--- config.mk ---
export PLATFORM = sky130hd
export DESIGN_NAME = cci_capture_top
export DESIGN_NICKNAME = d
export VERILOG_FILES = /design/src/cci_pkg.sv /design/src/cci_pin_sync.sv /design/src/cci_half_counter.sv /design/src/cci_capture_top.sv
export SDC_FILE = /design/constraint.sdc
export NUM_CORES = 1
export LEC_CHECK = 0
export BUFFER_PORTS_ARGS = -buffer_cell sky130_fd_sc_hd__buf_2
export CAP_MARGIN = 20
export CORE_MARGIN = 2
export CORE_UTILIZATION = 56
export CTS_CLUSTER_SIZE = 30
export DETAILED_ROUTE_END_ITERATION = 12
export GPL_ROUTABILITY_DRIVEN = 0
export MAX_ROUTING_LAYER = met4
export PLACE_DENSITY = 0.76
export SLEW_MARGIN = 10
export SYNTH_ARGS = -nofsm -noshare
export SYNTH_HDL_FRONTEND = slang
export SYNTH_HIERARCHICAL = 1
export SYNTH_SLANG_ARGS = --single-unit
--- constraint.sdc ---
create_clock -name mclk -period 3 [get_ports mclk]
set_input_delay 0.45 -clock mclk [delete_from_list [all_inputs] [get_ports mclk]]
set_output_delay 0.45 -clock mclk [all_outputs]
set_load 0.01 [all_outputs]
--- src/cci_pkg.sv ---
// Package of constants and types for the cascaded 32-bit input capture block
package cci_pkg;

  localparam int CCI_AW = 5;

  // Register indices (word address on the plain register port)
  localparam logic [4:0] CCI_OFS_HIGH_COUNTER   = 5'h00;
  localparam logic [4:0] CCI_OFS_LOW_COUNTER    = 5'h01;
  localparam logic [4:0] CCI_OFS_HIGH_CAPTURE   = 5'h02;
  localparam logic [4:0] CCI_OFS_LOW_CAPTURE    = 5'h03;
  localparam logic [4:0] CCI_OFS_HIGH_IO_CTRL   = 5'h04;
  localparam logic [4:0] CCI_OFS_LOW_IO_CTRL    = 5'h05;
  localparam logic [4:0] CCI_OFS_HIGH_IRQ_EN    = 5'h06;
  localparam logic [4:0] CCI_OFS_LOW_IRQ_EN     = 5'h07;
  localparam logic [4:0] CCI_OFS_HIGH_MODE      = 5'h08;
  localparam logic [4:0] CCI_OFS_LOW_MODE       = 5'h09;
  localparam logic [4:0] CCI_OFS_HIGH_CTRL      = 5'h0a;
  localparam logic [4:0] CCI_OFS_LOW_CTRL       = 5'h0b;
  localparam logic [4:0] CCI_OFS_CASCADE_COND   = 5'h0c;
  localparam logic [4:0] CCI_OFS_RUN_CONTROL    = 5'h0d;
  localparam logic [4:0] CCI_OFS_HIGH_STATUS    = 5'h0e;
  localparam logic [4:0] CCI_OFS_LOW_STATUS     = 5'h0f;

  // Field positions
  localparam int CCI_PSC_LSB        = 0;   // prescaler_select in counter control
  localparam int CCI_IOA_LSB        = 0;   // latch_a_function in io control
  localparam int CCI_IE_CAPA_BIT    = 0;   // capture A interrupt enable
  localparam int CCI_IE_OVF_BIT     = 4;   // overflow interrupt enable
  localparam int CCI_IE_UNF_BIT     = 5;   // underflow interrupt enable
  localparam int CCI_IE_ADC_BIT     = 7;   // converter start enable
  localparam int CCI_ST_CAPA_BIT    = 0;   // capture flag in status
  localparam int CCI_ST_OVF_BIT     = 4;   // overflow_flag in status
  localparam int CCI_ST_UNF_BIT     = 5;   // underflow_flag in status
  localparam int CCI_CC_LOW_TRIG_HI = 2;   // low_pin_triggers_high
  localparam int CCI_RUN_HIGH_BIT   = 1;   // run bit of the high channel
  localparam int CCI_RUN_LOW_BIT    = 2;   // run bit of the low channel

  // Codes
  localparam logic [2:0] CCI_PSC_CASCADE  = 3'h7;
  localparam logic [3:0] CCI_IOA_CAP_RISE = 4'h8;

  // Reset values
  localparam logic [15:0] CCI_RST_HALF = 16'h0000;
  localparam logic [7:0]  CCI_RST_BYTE = 8'h00;

  // Capture event bundle between pin stage and core
  typedef struct packed {
    logic rise;   // synchronised rising edge on the pin
    logic level;  // synchronised pin level
  } cci_pin_event_type;

endpackage : cci_pkg

--- src/cci_pin_sync.sv ---
// Two-stage synchroniser and rising-edge detector for the capture pin
`timescale 1ns/10ps
`default_nettype none
module cci_pin_sync
  import cci_pkg::*;
(
  input  wire logic              mclk,
  input  wire logic              rst_b,
  input  wire logic              pin_in,
  output cci_pin_event_type      pin_evt
);

  logic meta_q;
  logic sync_q;
  logic prev_q;

  // First stage feeds only the second stage
  always_ff @(posedge mclk) begin
    if (!rst_b) begin
      meta_q <= 1'b0;
      sync_q <= 1'b0;
      prev_q <= 1'b0;
    end else begin
      meta_q <= pin_in;
      sync_q <= meta_q;
      prev_q <= sync_q;
    end
  end

  assign pin_evt.rise  = sync_q & ~prev_q;
  assign pin_evt.level = sync_q;

endmodule : cci_pin_sync
`default_nettype wire

--- src/cci_half_counter.sv ---
// One 16-bit half of the chained counter with software load
`timescale 1ns/10ps
`default_nettype none
module cci_half_counter
  import cci_pkg::*;
#(
  parameter int WIDTH = 16
) (
  input  wire logic             mclk,
  input  wire logic             rst_b,
  input  wire logic             count_en,
  input  wire logic             load,
  input  wire logic [WIDTH-1:0] load_val,
  output logic      [WIDTH-1:0] count_q,
  output logic                  wrap
);

  logic [WIDTH-1:0] count_d;

  // Wrap is combinational so the carry reaches the other half in the same cycle;
  // a software load wins over counting, so it must not leak a false carry
  assign wrap    = count_en & ~load & (&count_q);
  assign count_d = load ? load_val : (count_en ? count_q + 1'b1 : count_q);

  always_ff @(posedge mclk) begin
    if (!rst_b) begin
      count_q <= '0;
    end else begin
      count_q <= count_d;
    end
  end

endmodule : cci_half_counter
`default_nettype wire

--- src/cci_capture_top.sv ---
// Cascaded 32-bit input capture timer: two 16-bit channels and registers
//
// Contract
// - High counter holds upper 16 bits, low counter the lower 16 bits.
// - Low counter advances on the timer module clock.
// - High counter increments only on low counter wrap when cascaded.
// - Low channel captures on a rising edge of the capture pin.
// - Capture sets the flag and raises an interrupt when enabled.
// - High capture follows the low pin when the cascade register selects it.
// - High and low captures occur in the same cycle.
// - Each capture copies its counter into its own latch A.
// - Both counters are 16-bit software read/write registers.
// - Both capture latches are 16-bit software read/write registers.
// - Each channel has an 8-bit read/write io control register.
// - Each channel has an 8-bit interrupt enable register.
// - An 8-bit cascade capture condition register selects cross triggers.
// - Each channel has an 8-bit counter control register.
// - Each channel has an 8-bit mode register.
// - Shared run register; a counter advances only while its bit is set.
// - Prescaler code 111 in high control selects low wrap as clock.
// - Io code 1000 makes latch A a rising-edge input capture.
// - Cascade bit 2 lets the low pin trigger the high latch A capture.
`timescale 1ns/10ps
`default_nettype none
module cci_capture_top
  import cci_pkg::*;
(
  input  wire logic              mclk,
  input  wire logic              rst_b,
  input  wire logic [CCI_AW-1:0] reg_addr,
  input  wire logic [15:0]       reg_wdata,
  input  wire logic              reg_wr,
  input  wire logic              reg_rd,
  output logic      [15:0]       reg_rdata,
  input  wire logic              capture_input_pin,
  output logic                   low_capture_irq,
  output logic                   high_capture_irq,
  output logic                   overflow_irq,
  output logic                   adc_start_req
);

  // Control registers
  logic [7:0]  high_io_control_q, low_io_control_q;
  logic [7:0]  high_irq_enable_q, low_irq_enable_q;
  logic [7:0]  high_mode_select_q, low_mode_select_q;
  logic [7:0]  high_counter_control_q, low_counter_control_q;
  logic [7:0]  cascade_capture_condition_q;
  logic [7:0]  counter_run_control_q;
  logic [15:0] high_capture_latch_q, low_capture_latch_q;
  logic        low_cap_flag_q, high_cap_flag_q, low_ovf_flag_q;
  logic [15:0] high_half_counter, low_half_counter;
  logic        low_wrap;
  cci_pin_event_type pin_evt;

  // Address decode
  wire sel_hcnt  = (reg_addr == CCI_OFS_HIGH_COUNTER);
  wire sel_lcnt  = (reg_addr == CCI_OFS_LOW_COUNTER);
  wire sel_hcap  = (reg_addr == CCI_OFS_HIGH_CAPTURE);
  wire sel_lcap  = (reg_addr == CCI_OFS_LOW_CAPTURE);
  wire sel_hio   = (reg_addr == CCI_OFS_HIGH_IO_CTRL);
  wire sel_lio   = (reg_addr == CCI_OFS_LOW_IO_CTRL);
  wire sel_hie   = (reg_addr == CCI_OFS_HIGH_IRQ_EN);
  wire sel_lie   = (reg_addr == CCI_OFS_LOW_IRQ_EN);
  wire sel_hmd   = (reg_addr == CCI_OFS_HIGH_MODE);
  wire sel_lmd   = (reg_addr == CCI_OFS_LOW_MODE);
  wire sel_hcr   = (reg_addr == CCI_OFS_HIGH_CTRL);
  wire sel_lcr   = (reg_addr == CCI_OFS_LOW_CTRL);
  wire sel_cc    = (reg_addr == CCI_OFS_CASCADE_COND);
  wire sel_run   = (reg_addr == CCI_OFS_RUN_CONTROL);
  wire sel_hst   = (reg_addr == CCI_OFS_HIGH_STATUS);
  wire sel_lst   = (reg_addr == CCI_OFS_LOW_STATUS);

  // Pin synchroniser and edge detect
  cci_pin_sync u_pin (
    .mclk    (mclk),
    .rst_b   (rst_b),
    .pin_in  (capture_input_pin),
    .pin_evt (pin_evt)
  );

  // Counting enables; only the prescaler and run bits gate them
  wire low_run   = counter_run_control_q[CCI_RUN_LOW_BIT];
  wire high_run  = counter_run_control_q[CCI_RUN_HIGH_BIT];
  wire low_cnt_en = low_run;                                 // timer_module_clock = mclk
  wire high_cascaded = (high_counter_control_q[CCI_PSC_LSB +: 3] == CCI_PSC_CASCADE);
  // In cascade mode the high half only sees the low carry; other sources use mclk
  wire high_cnt_en = high_run & (high_cascaded ? low_wrap : 1'b1);

  cci_half_counter #(.WIDTH(16)) u_low (
    .mclk     (mclk),
    .rst_b    (rst_b),
    .count_en (low_cnt_en),
    .load     (reg_wr & sel_lcnt),
    .load_val (reg_wdata),
    .count_q  (low_half_counter),
    .wrap     (low_wrap)
  );

  cci_half_counter #(.WIDTH(16)) u_high (
    .mclk     (mclk),
    .rst_b    (rst_b),
    .count_en (high_cnt_en),
    .load     (reg_wr & sel_hcnt),
    .load_val (reg_wdata),
    .count_q  (high_half_counter),
    .wrap     ()
  );

  // Capture triggers: both latches fire on the same edge event
  wire low_ioa_cap  = (low_io_control_q[CCI_IOA_LSB +: 4] == CCI_IOA_CAP_RISE);
  wire high_ioa_cap = (high_io_control_q[CCI_IOA_LSB +: 4] == CCI_IOA_CAP_RISE);
  wire low_cap      = pin_evt.rise & low_ioa_cap;
  wire high_cap     = pin_evt.rise & high_ioa_cap
                    & cascade_capture_condition_q[CCI_CC_LOW_TRIG_HI];

  // Flag clear: writing zero to a flag bit of the status register clears it
  wire lst_wr   = reg_wr & sel_lst;
  wire hst_wr   = reg_wr & sel_hst;
  wire low_cap_clr  = lst_wr & ~reg_wdata[CCI_ST_CAPA_BIT];
  wire high_cap_clr = hst_wr & ~reg_wdata[CCI_ST_CAPA_BIT];
  wire low_ovf_clr  = lst_wr & ~reg_wdata[CCI_ST_OVF_BIT];

  // Sticky flags; a set in the clear cycle wins so no event is lost
  always_ff @(posedge mclk) begin
    if (!rst_b) begin
      low_cap_flag_q  <= 1'b0;
      high_cap_flag_q <= 1'b0;
      low_ovf_flag_q  <= 1'b0;
    end else begin
      low_cap_flag_q  <= low_cap  | (low_cap_flag_q  & ~low_cap_clr);
      high_cap_flag_q <= high_cap | (high_cap_flag_q & ~high_cap_clr);
      low_ovf_flag_q  <= low_wrap | (low_ovf_flag_q  & ~low_ovf_clr);
    end
  end

  // Capture latches copy the counters; a capture outranks a software write
  always_ff @(posedge mclk) begin
    if (!rst_b) begin
      low_capture_latch_q  <= CCI_RST_HALF;
      high_capture_latch_q <= CCI_RST_HALF;
    end else begin
      if (low_cap) begin
        low_capture_latch_q <= low_half_counter;
      end else if (reg_wr && sel_lcap) begin
        low_capture_latch_q <= reg_wdata;
      end
      if (high_cap) begin
        high_capture_latch_q <= high_half_counter;
      end else if (reg_wr && sel_hcap) begin
        high_capture_latch_q <= reg_wdata;
      end
    end
  end

  // Byte-wide control registers
  always_ff @(posedge mclk) begin
    if (!rst_b) begin
      high_io_control_q           <= CCI_RST_BYTE;
      low_io_control_q            <= CCI_RST_BYTE;
      high_irq_enable_q           <= CCI_RST_BYTE;
      low_irq_enable_q            <= CCI_RST_BYTE;
      high_mode_select_q          <= CCI_RST_BYTE;
      low_mode_select_q           <= CCI_RST_BYTE;
      high_counter_control_q      <= CCI_RST_BYTE;
      low_counter_control_q       <= CCI_RST_BYTE;
      cascade_capture_condition_q <= CCI_RST_BYTE;
      counter_run_control_q       <= CCI_RST_BYTE;
    end else if (reg_wr) begin
      if (sel_hio) high_io_control_q <= reg_wdata[7:0];
      if (sel_lio) low_io_control_q <= reg_wdata[7:0];
      if (sel_hie) high_irq_enable_q <= reg_wdata[7:0];
      if (sel_lie) low_irq_enable_q <= reg_wdata[7:0];
      if (sel_hmd) high_mode_select_q <= reg_wdata[7:0];
      if (sel_lmd) low_mode_select_q <= reg_wdata[7:0];
      if (sel_hcr) high_counter_control_q <= reg_wdata[7:0];
      if (sel_lcr) low_counter_control_q <= reg_wdata[7:0];
      if (sel_cc) cascade_capture_condition_q <= reg_wdata[7:0];
      if (sel_run) counter_run_control_q <= reg_wdata[7:0];
    end
  end

  // Status words show flags; the overflow flag lives in the low channel only
  wire [15:0] low_status  = 16'h0000
                          | (16'(low_cap_flag_q) << CCI_ST_CAPA_BIT)
                          | (16'(low_ovf_flag_q) << CCI_ST_OVF_BIT);
  wire [15:0] high_status = 16'(high_cap_flag_q) << CCI_ST_CAPA_BIT;

  // Read mux; unmapped addresses read as zero
  logic [15:0] rdata_d;
  always_comb begin
    rdata_d = 16'h0000;
    case (reg_addr)
      CCI_OFS_HIGH_COUNTER: rdata_d = high_half_counter;
      CCI_OFS_LOW_COUNTER:  rdata_d = low_half_counter;
      CCI_OFS_HIGH_CAPTURE: rdata_d = high_capture_latch_q;
      CCI_OFS_LOW_CAPTURE:  rdata_d = low_capture_latch_q;
      CCI_OFS_HIGH_IO_CTRL: rdata_d = {8'h00, high_io_control_q};
      CCI_OFS_LOW_IO_CTRL:  rdata_d = {8'h00, low_io_control_q};
      CCI_OFS_HIGH_IRQ_EN:  rdata_d = {8'h00, high_irq_enable_q};
      CCI_OFS_LOW_IRQ_EN:   rdata_d = {8'h00, low_irq_enable_q};
      CCI_OFS_HIGH_MODE:    rdata_d = {8'h00, high_mode_select_q};
      CCI_OFS_LOW_MODE:     rdata_d = {8'h00, low_mode_select_q};
      CCI_OFS_HIGH_CTRL:    rdata_d = {8'h00, high_counter_control_q};
      CCI_OFS_LOW_CTRL:     rdata_d = {8'h00, low_counter_control_q};
      CCI_OFS_CASCADE_COND: rdata_d = {8'h00, cascade_capture_condition_q};
      CCI_OFS_RUN_CONTROL:  rdata_d = {8'h00, counter_run_control_q};
      CCI_OFS_HIGH_STATUS:  rdata_d = high_status;
      CCI_OFS_LOW_STATUS:   rdata_d = low_status;
      default:              rdata_d = 16'h0000;
    endcase
  end

  // Request outputs are registered levels that follow flag and enable
  wire low_irq_d  = low_cap_flag_q & low_irq_enable_q[CCI_IE_CAPA_BIT];
  wire high_irq_d = high_cap_flag_q & high_irq_enable_q[CCI_IE_CAPA_BIT];
  wire ovf_irq_d  = low_ovf_flag_q & low_irq_enable_q[CCI_IE_OVF_BIT];
  // Converter start is a one-cycle pulse on any enabled latch A capture
  wire adc_d      = (low_cap & low_irq_enable_q[CCI_IE_ADC_BIT])
                  | (high_cap & high_irq_enable_q[CCI_IE_ADC_BIT]);

  always_ff @(posedge mclk) begin
    if (!rst_b) begin
      reg_rdata        <= 16'h0000;
      low_capture_irq  <= 1'b0;
      high_capture_irq <= 1'b0;
      overflow_irq     <= 1'b0;
      adc_start_req    <= 1'b0;
    end else begin
      reg_rdata        <= reg_rd ? rdata_d : 16'h0000;
      low_capture_irq  <= low_irq_d;
      high_capture_irq <= high_irq_d;
      overflow_irq     <= ovf_irq_d;
      adc_start_req    <= adc_d;
    end
  end

endmodule : cci_capture_top
`default_nettype wire

# Word level (Yosys, flattened, before mapping)
# Index checks and enable logic that the tools add are counted.
dict set report word_totals {
  register_bits 170
  latchBits 0
  mem_bits_rw 0
  rom_bits 0
  input_bits 26
  out_inout_bits 20
  elab_cells 108
  mem_count 0
}
dict set report classes {
  add_sub_neg 2
  multipliers 0
  div 0
  n_lt_le_gt_ge 0
  eq_ne 18
  shift 0
  muxes 10
  bitwise 34
  reduce_logical 19
}
# op count
set op_table {}
lappend op_table {{one-hot mux 16 bit (16 select lines)} 1}
lappend op_table {{two-way mux 16 bit} 8}
lappend op_table {{equality test 5 x 4 -> 1 bit, second input constant} 8}
lappend op_table {{adder 16 x 1 -> 16 bit, second input constant} 2}
lappend op_table {{bitwise AND 1 bit} 22}
lappend op_table {{AND reduction 2 bit} 11}
lappend op_table {{equality test 5 x 3 -> 1 bit, second input constant} 4}
lappend op_table {{AND reduction 16 bit} 1}
lappend op_table {{equality test 5 x 2 -> 1 bit, second input constant} 2}
lappend op_table {{equality test 4 bit, second input constant} 2}
lappend op_table {{nonzero test 2 bit} 4}
lappend op_table {{inverter 1 bit} 7}
lappend op_table {{equality test 5 x 1 -> 1 bit, second input constant} 1}
lappend op_table {{zero test 5 bit} 1}
lappend op_table {{OR 1 x 5 -> 5 bit} 1}
lappend op_table {{OR 1 bit} 4}
lappend op_table {{equality test 3 bit, second input constant} 1}
lappend op_table {{logical AND 1 bit} 2}
lappend op_table {{two-way mux 1 bit} 1}

# Logic depth before layout (Yosys ltp)
dict set report depth {
  depth_word 9
  depth_mapped 14
  mapped_depth_nobuf 10
}

# Cells and area by module
# The synthesis kept the hierarchy.
# mod n_inst cells_per_inst area_each_um2 seq_area_each_um2
set by_module_without_submodules {}
lappend by_module_without_submodules {cci_capture_top 1 724 6656.4 2702.6}
lappend by_module_without_submodules {cci_half_counter 2 114 985.9 320.3}
lappend by_module_without_submodules {cci_pin_sync 1 8 100.1 60.1}

# Least setup slack after synthesis
# Ideal clock, no wire load.
dict set report synth_timing {
  path_kind {input port to flip-flop}
  from {input port reg_addr[0]}
  to {register u_high.count_q[14]}
  setup_time_ns 0.079
  t_arrival_ns 2.925
  required_ns 2.921
  slack_ns -0.004
  stages 14
  path_buffers 4
  path_cell_list {buf_2 nor2b_1 buf_2 nand2_2 clkbuf_1 nor2_1 nor2b_1 and4_1 nand4b_1 and2_1 nand4_2 buf_6 o41a_1 a211oi_2}
}
dict set report synth_via {
  elab_chain_cells 8
  elab_cells_between_ends 11
  classes_between {eq/ne (1); mux (2); bitwise (6); reduce/logical (2)}
}
# item line_no
set synth_lines {}
lappend synth_lines {{from (decl)} cci_capture_top.sv:30} ;# input wire logic [CCI_AW-1:0] reg_addr,
lappend synth_lines {{equality test 5 x 1 -> 1 bit} cci_capture_top.sv:57} ;# wire sel_lcnt = (reg_addr == CCI_OFS_LOW_COUNTER);
lappend synth_lines {{bitwise AND 1 bit} cci_capture_top.sv:93} ;# .load (reg_wr & sel_lcnt),
lappend synth_lines {{inverter 1 bit} cci_half_counter.sv:22} ;# assign wrap = count_en & ~load & (&count_q);
lappend synth_lines {{bitwise AND 1 bit (2 in series)} cci_half_counter.sv:22}
lappend synth_lines {{via low_wrap} cci_capture_top.sv:52} ;# logic low_wrap;
lappend synth_lines {{two-way mux 1 bit} cci_capture_top.sv:87} ;# wire high_cnt_en = high_run & (high_cascaded ? low_wrap : 1'b1);
lappend synth_lines {{bitwise AND 1 bit} cci_capture_top.sv:87}
lappend synth_lines {{via high_cnt_en} cci_capture_top.sv:87}
lappend synth_lines {{nonzero test 2 bit (no line)} --}
lappend synth_lines {{to (signal assigned)} cci_half_counter.sv:29} ;# count_q <= count_d;
lappend synth_lines {{to (decl)} cci_half_counter.sv:14} ;# output logic [WIDTH-1:0] count_q,
# The timed path passes the listed nets, and every way through them passes these cells.
# A chain may end at the register's enable or synchronous reset.

# Final worst setup path
dict set report layout_timing {
  from {register u_low.count_q[0]}
  to {register u_high.count_q[15]}
}
dict set report layout_via {
  elab_chain_cells 5
}
# item line_no
set layout_lines {}
lappend layout_lines {{from (decl)} cci_half_counter.sv:14}
lappend layout_lines {{from (signal assigned)} cci_half_counter.sv:29}
lappend layout_lines {{AND reduction 16 bit} cci_half_counter.sv:22}
lappend layout_lines {{bitwise AND 1 bit} cci_half_counter.sv:22}
lappend layout_lines {{via low_wrap} cci_capture_top.sv:52}
lappend layout_lines {{two-way mux 1 bit} cci_capture_top.sv:87}
lappend layout_lines {{bitwise AND 1 bit} cci_capture_top.sv:87}
lappend layout_lines {{via high_cnt_en} cci_capture_top.sv:87}
lappend layout_lines {{nonzero test 2 bit (no line)} --}
# The timed path passes the listed nets, and every way through them passes these cells.

==> out/metrics.csv <==
stage;metric;value;unit
sta;max_slew_margin;53.98;%
setup_path;arrival;3020;ps
setup_path;endpoint_kind;flip-flop;
setup_path;worstPathCellList;ha_1 -> nand4_2 -> nor2_1 -> and4_1 -> nand4b_1 -> and2_1 -> nand4_2 -> o41a_1 -> a211oi_1;
layout;multiInputGateArea;4882;um2
cts;cts_hold_buf;0;
global_routing;grt_pass1_wl;39900;um
setup_path;r2r_start;u_low/count_q[0]$_SDFFE_PN0P_;
global_routing;antenna_found_initial;0;
logic_synthesis;syn_nets;984;
setup_path;crit_path_start;u_low/count_q[0]$_SDFFE_PN0P_;
outcome;run_status;finished, final reports clean;
floorplanning;die_h;128.7;um
layout;fill_cells;1254;
cts;root_buffer;clkbuf_16;
hold_path;hold_path_class;input pin to flip-flop;
sta;setup_viol;0;
power_and_ir_drop;static-leakage-power;0.004038;uW
floorplanning;die_w;128.7;um
cts;clkSinkCount;170;
sta;hold_violations;0;
route;dr.pass1.iters;5;
logic_synthesis;avgSynthCellArea;9.105;um2
setup_path;crit_fanout;11;
sta;timing.final.crit_share;89.23;%
setup_path;cp_common_cell;nand4_2;
layout;area_growth;10.65;%
floorplanning;core-area;15200;um2
placed_design;dp.cells;1140;
sta;worst_pin_slew;690.2;ps
setup_path;cp_data_required_time;3350;ps
global_routing;grt_max_degree;155;
route;drtIter0Drc;817;
sta;fmax;0.3736;GHz
floorplanning;initial_core_util;57.26;%
sta;timing.final.max_slew_violations;0;
route;wl;25400;um
route;ant_nets;0;
setup_path;cp-start-kind;flip-flop;
cts;cts_setup_buffers;0;
logic_synthesis;syn_inst;956;
layout;ff_latch_area;3403;um2
setup_path;critical_path_class;flip-flop to flip-flop;
logic_synthesis;synth_area;8705;um2
floorplanning;rows;45;
cts;cts.reportedPaths.clkPinSlew;60;ps
global_routing;track_usage;32.19;%
floorplanning;dieArea;16560;um2
route;via_per_inst;6.564;
sta;tns;0;ps
route;remaining_drc_errors;0;
cts;post_cts_resized;0;
setup_path;crit_buf_inv;0;
logic_synthesis;ys.warnings.count;6;
cts;clock_path_buffers;2;
placed_design;io_buffers;45;
layout;nNetsFinal;999;
sta;finalCriticalPeriod;2677;ps
power_and_ir_drop;ir_worst_vdd;0.4317;mV
cts;h-tree-depth;4;
layout;diodes;0;
route;via_count;7687;
flow_run;maxCapViolCount;0;
hold_path;hold_path.startpoint;capture_input_pin;
route;wl_per_cell;21.69;um
floorplanning;num_io_pins;46;
sta;fin_skew;7.935;ps
cts;cts_tree;done;
setup_path;cp_top_family;simple AND/OR/NAND/NOR gates;
global_routing;grt_pass1_vias;7222;
power_and_ir_drop;p_per_area;505.2;nW/um2
layout;stdcell_count;1171;
cts;cts_buffers;17;
setup_path;max_stage_delay;470;ps
global_routing;overflow;0;
layout;drive_gt1_share;16.38;%
setup_path;slowest_stage;o41a_1;
sta;rsz0062_at_grt;no;
cts;clk_latency;440;ps
placed_design;dpl.hpwl;16250;um
registers in the layout (all words and copies together) (netlist names), 16 cells and up:
signal,count
high_capture_latch_q,16
reg_rdata,16
u_high/count_q,16
low_capture_latch_q,16
u_low/count_q,16
metal layers:
metal | part of all wire (%) | track usage, % | vias to the layer above
li1 | - | - | 3535
met5 | 0 | - | -
met4 | 5.4 | 17.07 | 0
met2 | 46 | 50.08 | 373
met3 | 7.6 | 6.195 | 97
met1 | 41 | 39.65 | 3682
layout make-up:
type                       count  area share (%)
multi-input combinational    696           50.69
sequential                   170           35.33
timing repair buffer          78           5.066
clock buffer                  19           4.599
tap                          188           2.442
clock inverter                12           1.559
inverter                       8          0.3118
power breakdown:
group / switching, uW / internal [uW]
sequential: 20.2 / 2280
combinational: 217 / 107
clock: 923 / 1320
worst register-to-register path, stage by stage, from the launching register on:
cell	delay, ps
dfxtp_1	450
ha_1	220
nand4_2	110
nor2_1	120
and4_1	230
nand4b_1	120
and2_1	320
nand4_2	330
o41a_1	470
a211oi_1	220
path summary, 6_finish.rpt:
kind                            depth (start not counted)  slack [ps]                              end
worst min-delay path                                    2         220          u_pin/meta_q$_SDFF_PN0_
worst min register to register                          1         430          u_pin/sync_q$_SDFF_PN0_
worst max register to register                          9         320  u_high/count_q[15]$_SDFFE_PN0P_
worst max-delay path                                    9         320  u_high/count_q[15]$_SDFFE_PN0P_
cell usage in the layout, fill, tap and decap left out, drive strengths merged, types with 6 or more instances in the layout:
master	count
nor2b	49
and4	8
nor4	10
a21oi	9
mux2i	80
nand4	11
nand2	124
buf	78
dfxtp	170
inv	8
mux2	9
a21boi	56
a31oi	24
nand3	25
o211a	40
nor2	31
nand2b	7
xnor2	6
mux4	9
a22oi	9
clkbuf	19
nor3	7
a211oi	10
o31ai	10
o21ai	90
or4	8
clkinv	6
o41a	8
per-stage QoR:
step           instance area (um2)  util, %  hold WS, ps  total power (uW)  setup WS [ps]
2_1_floorplan                 8706        -        405.7              2545          88.01
3_3_place_gp                  9039    59.46        409.1              2659          277.0
3_5_place_dp                  9039    59.46        420.7              2660          194.5
4_1_cts                       9632    63.36        220.2              4872          358.3
5_1_grt                       9632    63.36        238.7              5014          186.2
6_report                      9632    63.36        220.3              4866          323.2
Note: power is estimated with default switching activity, not from simulation.
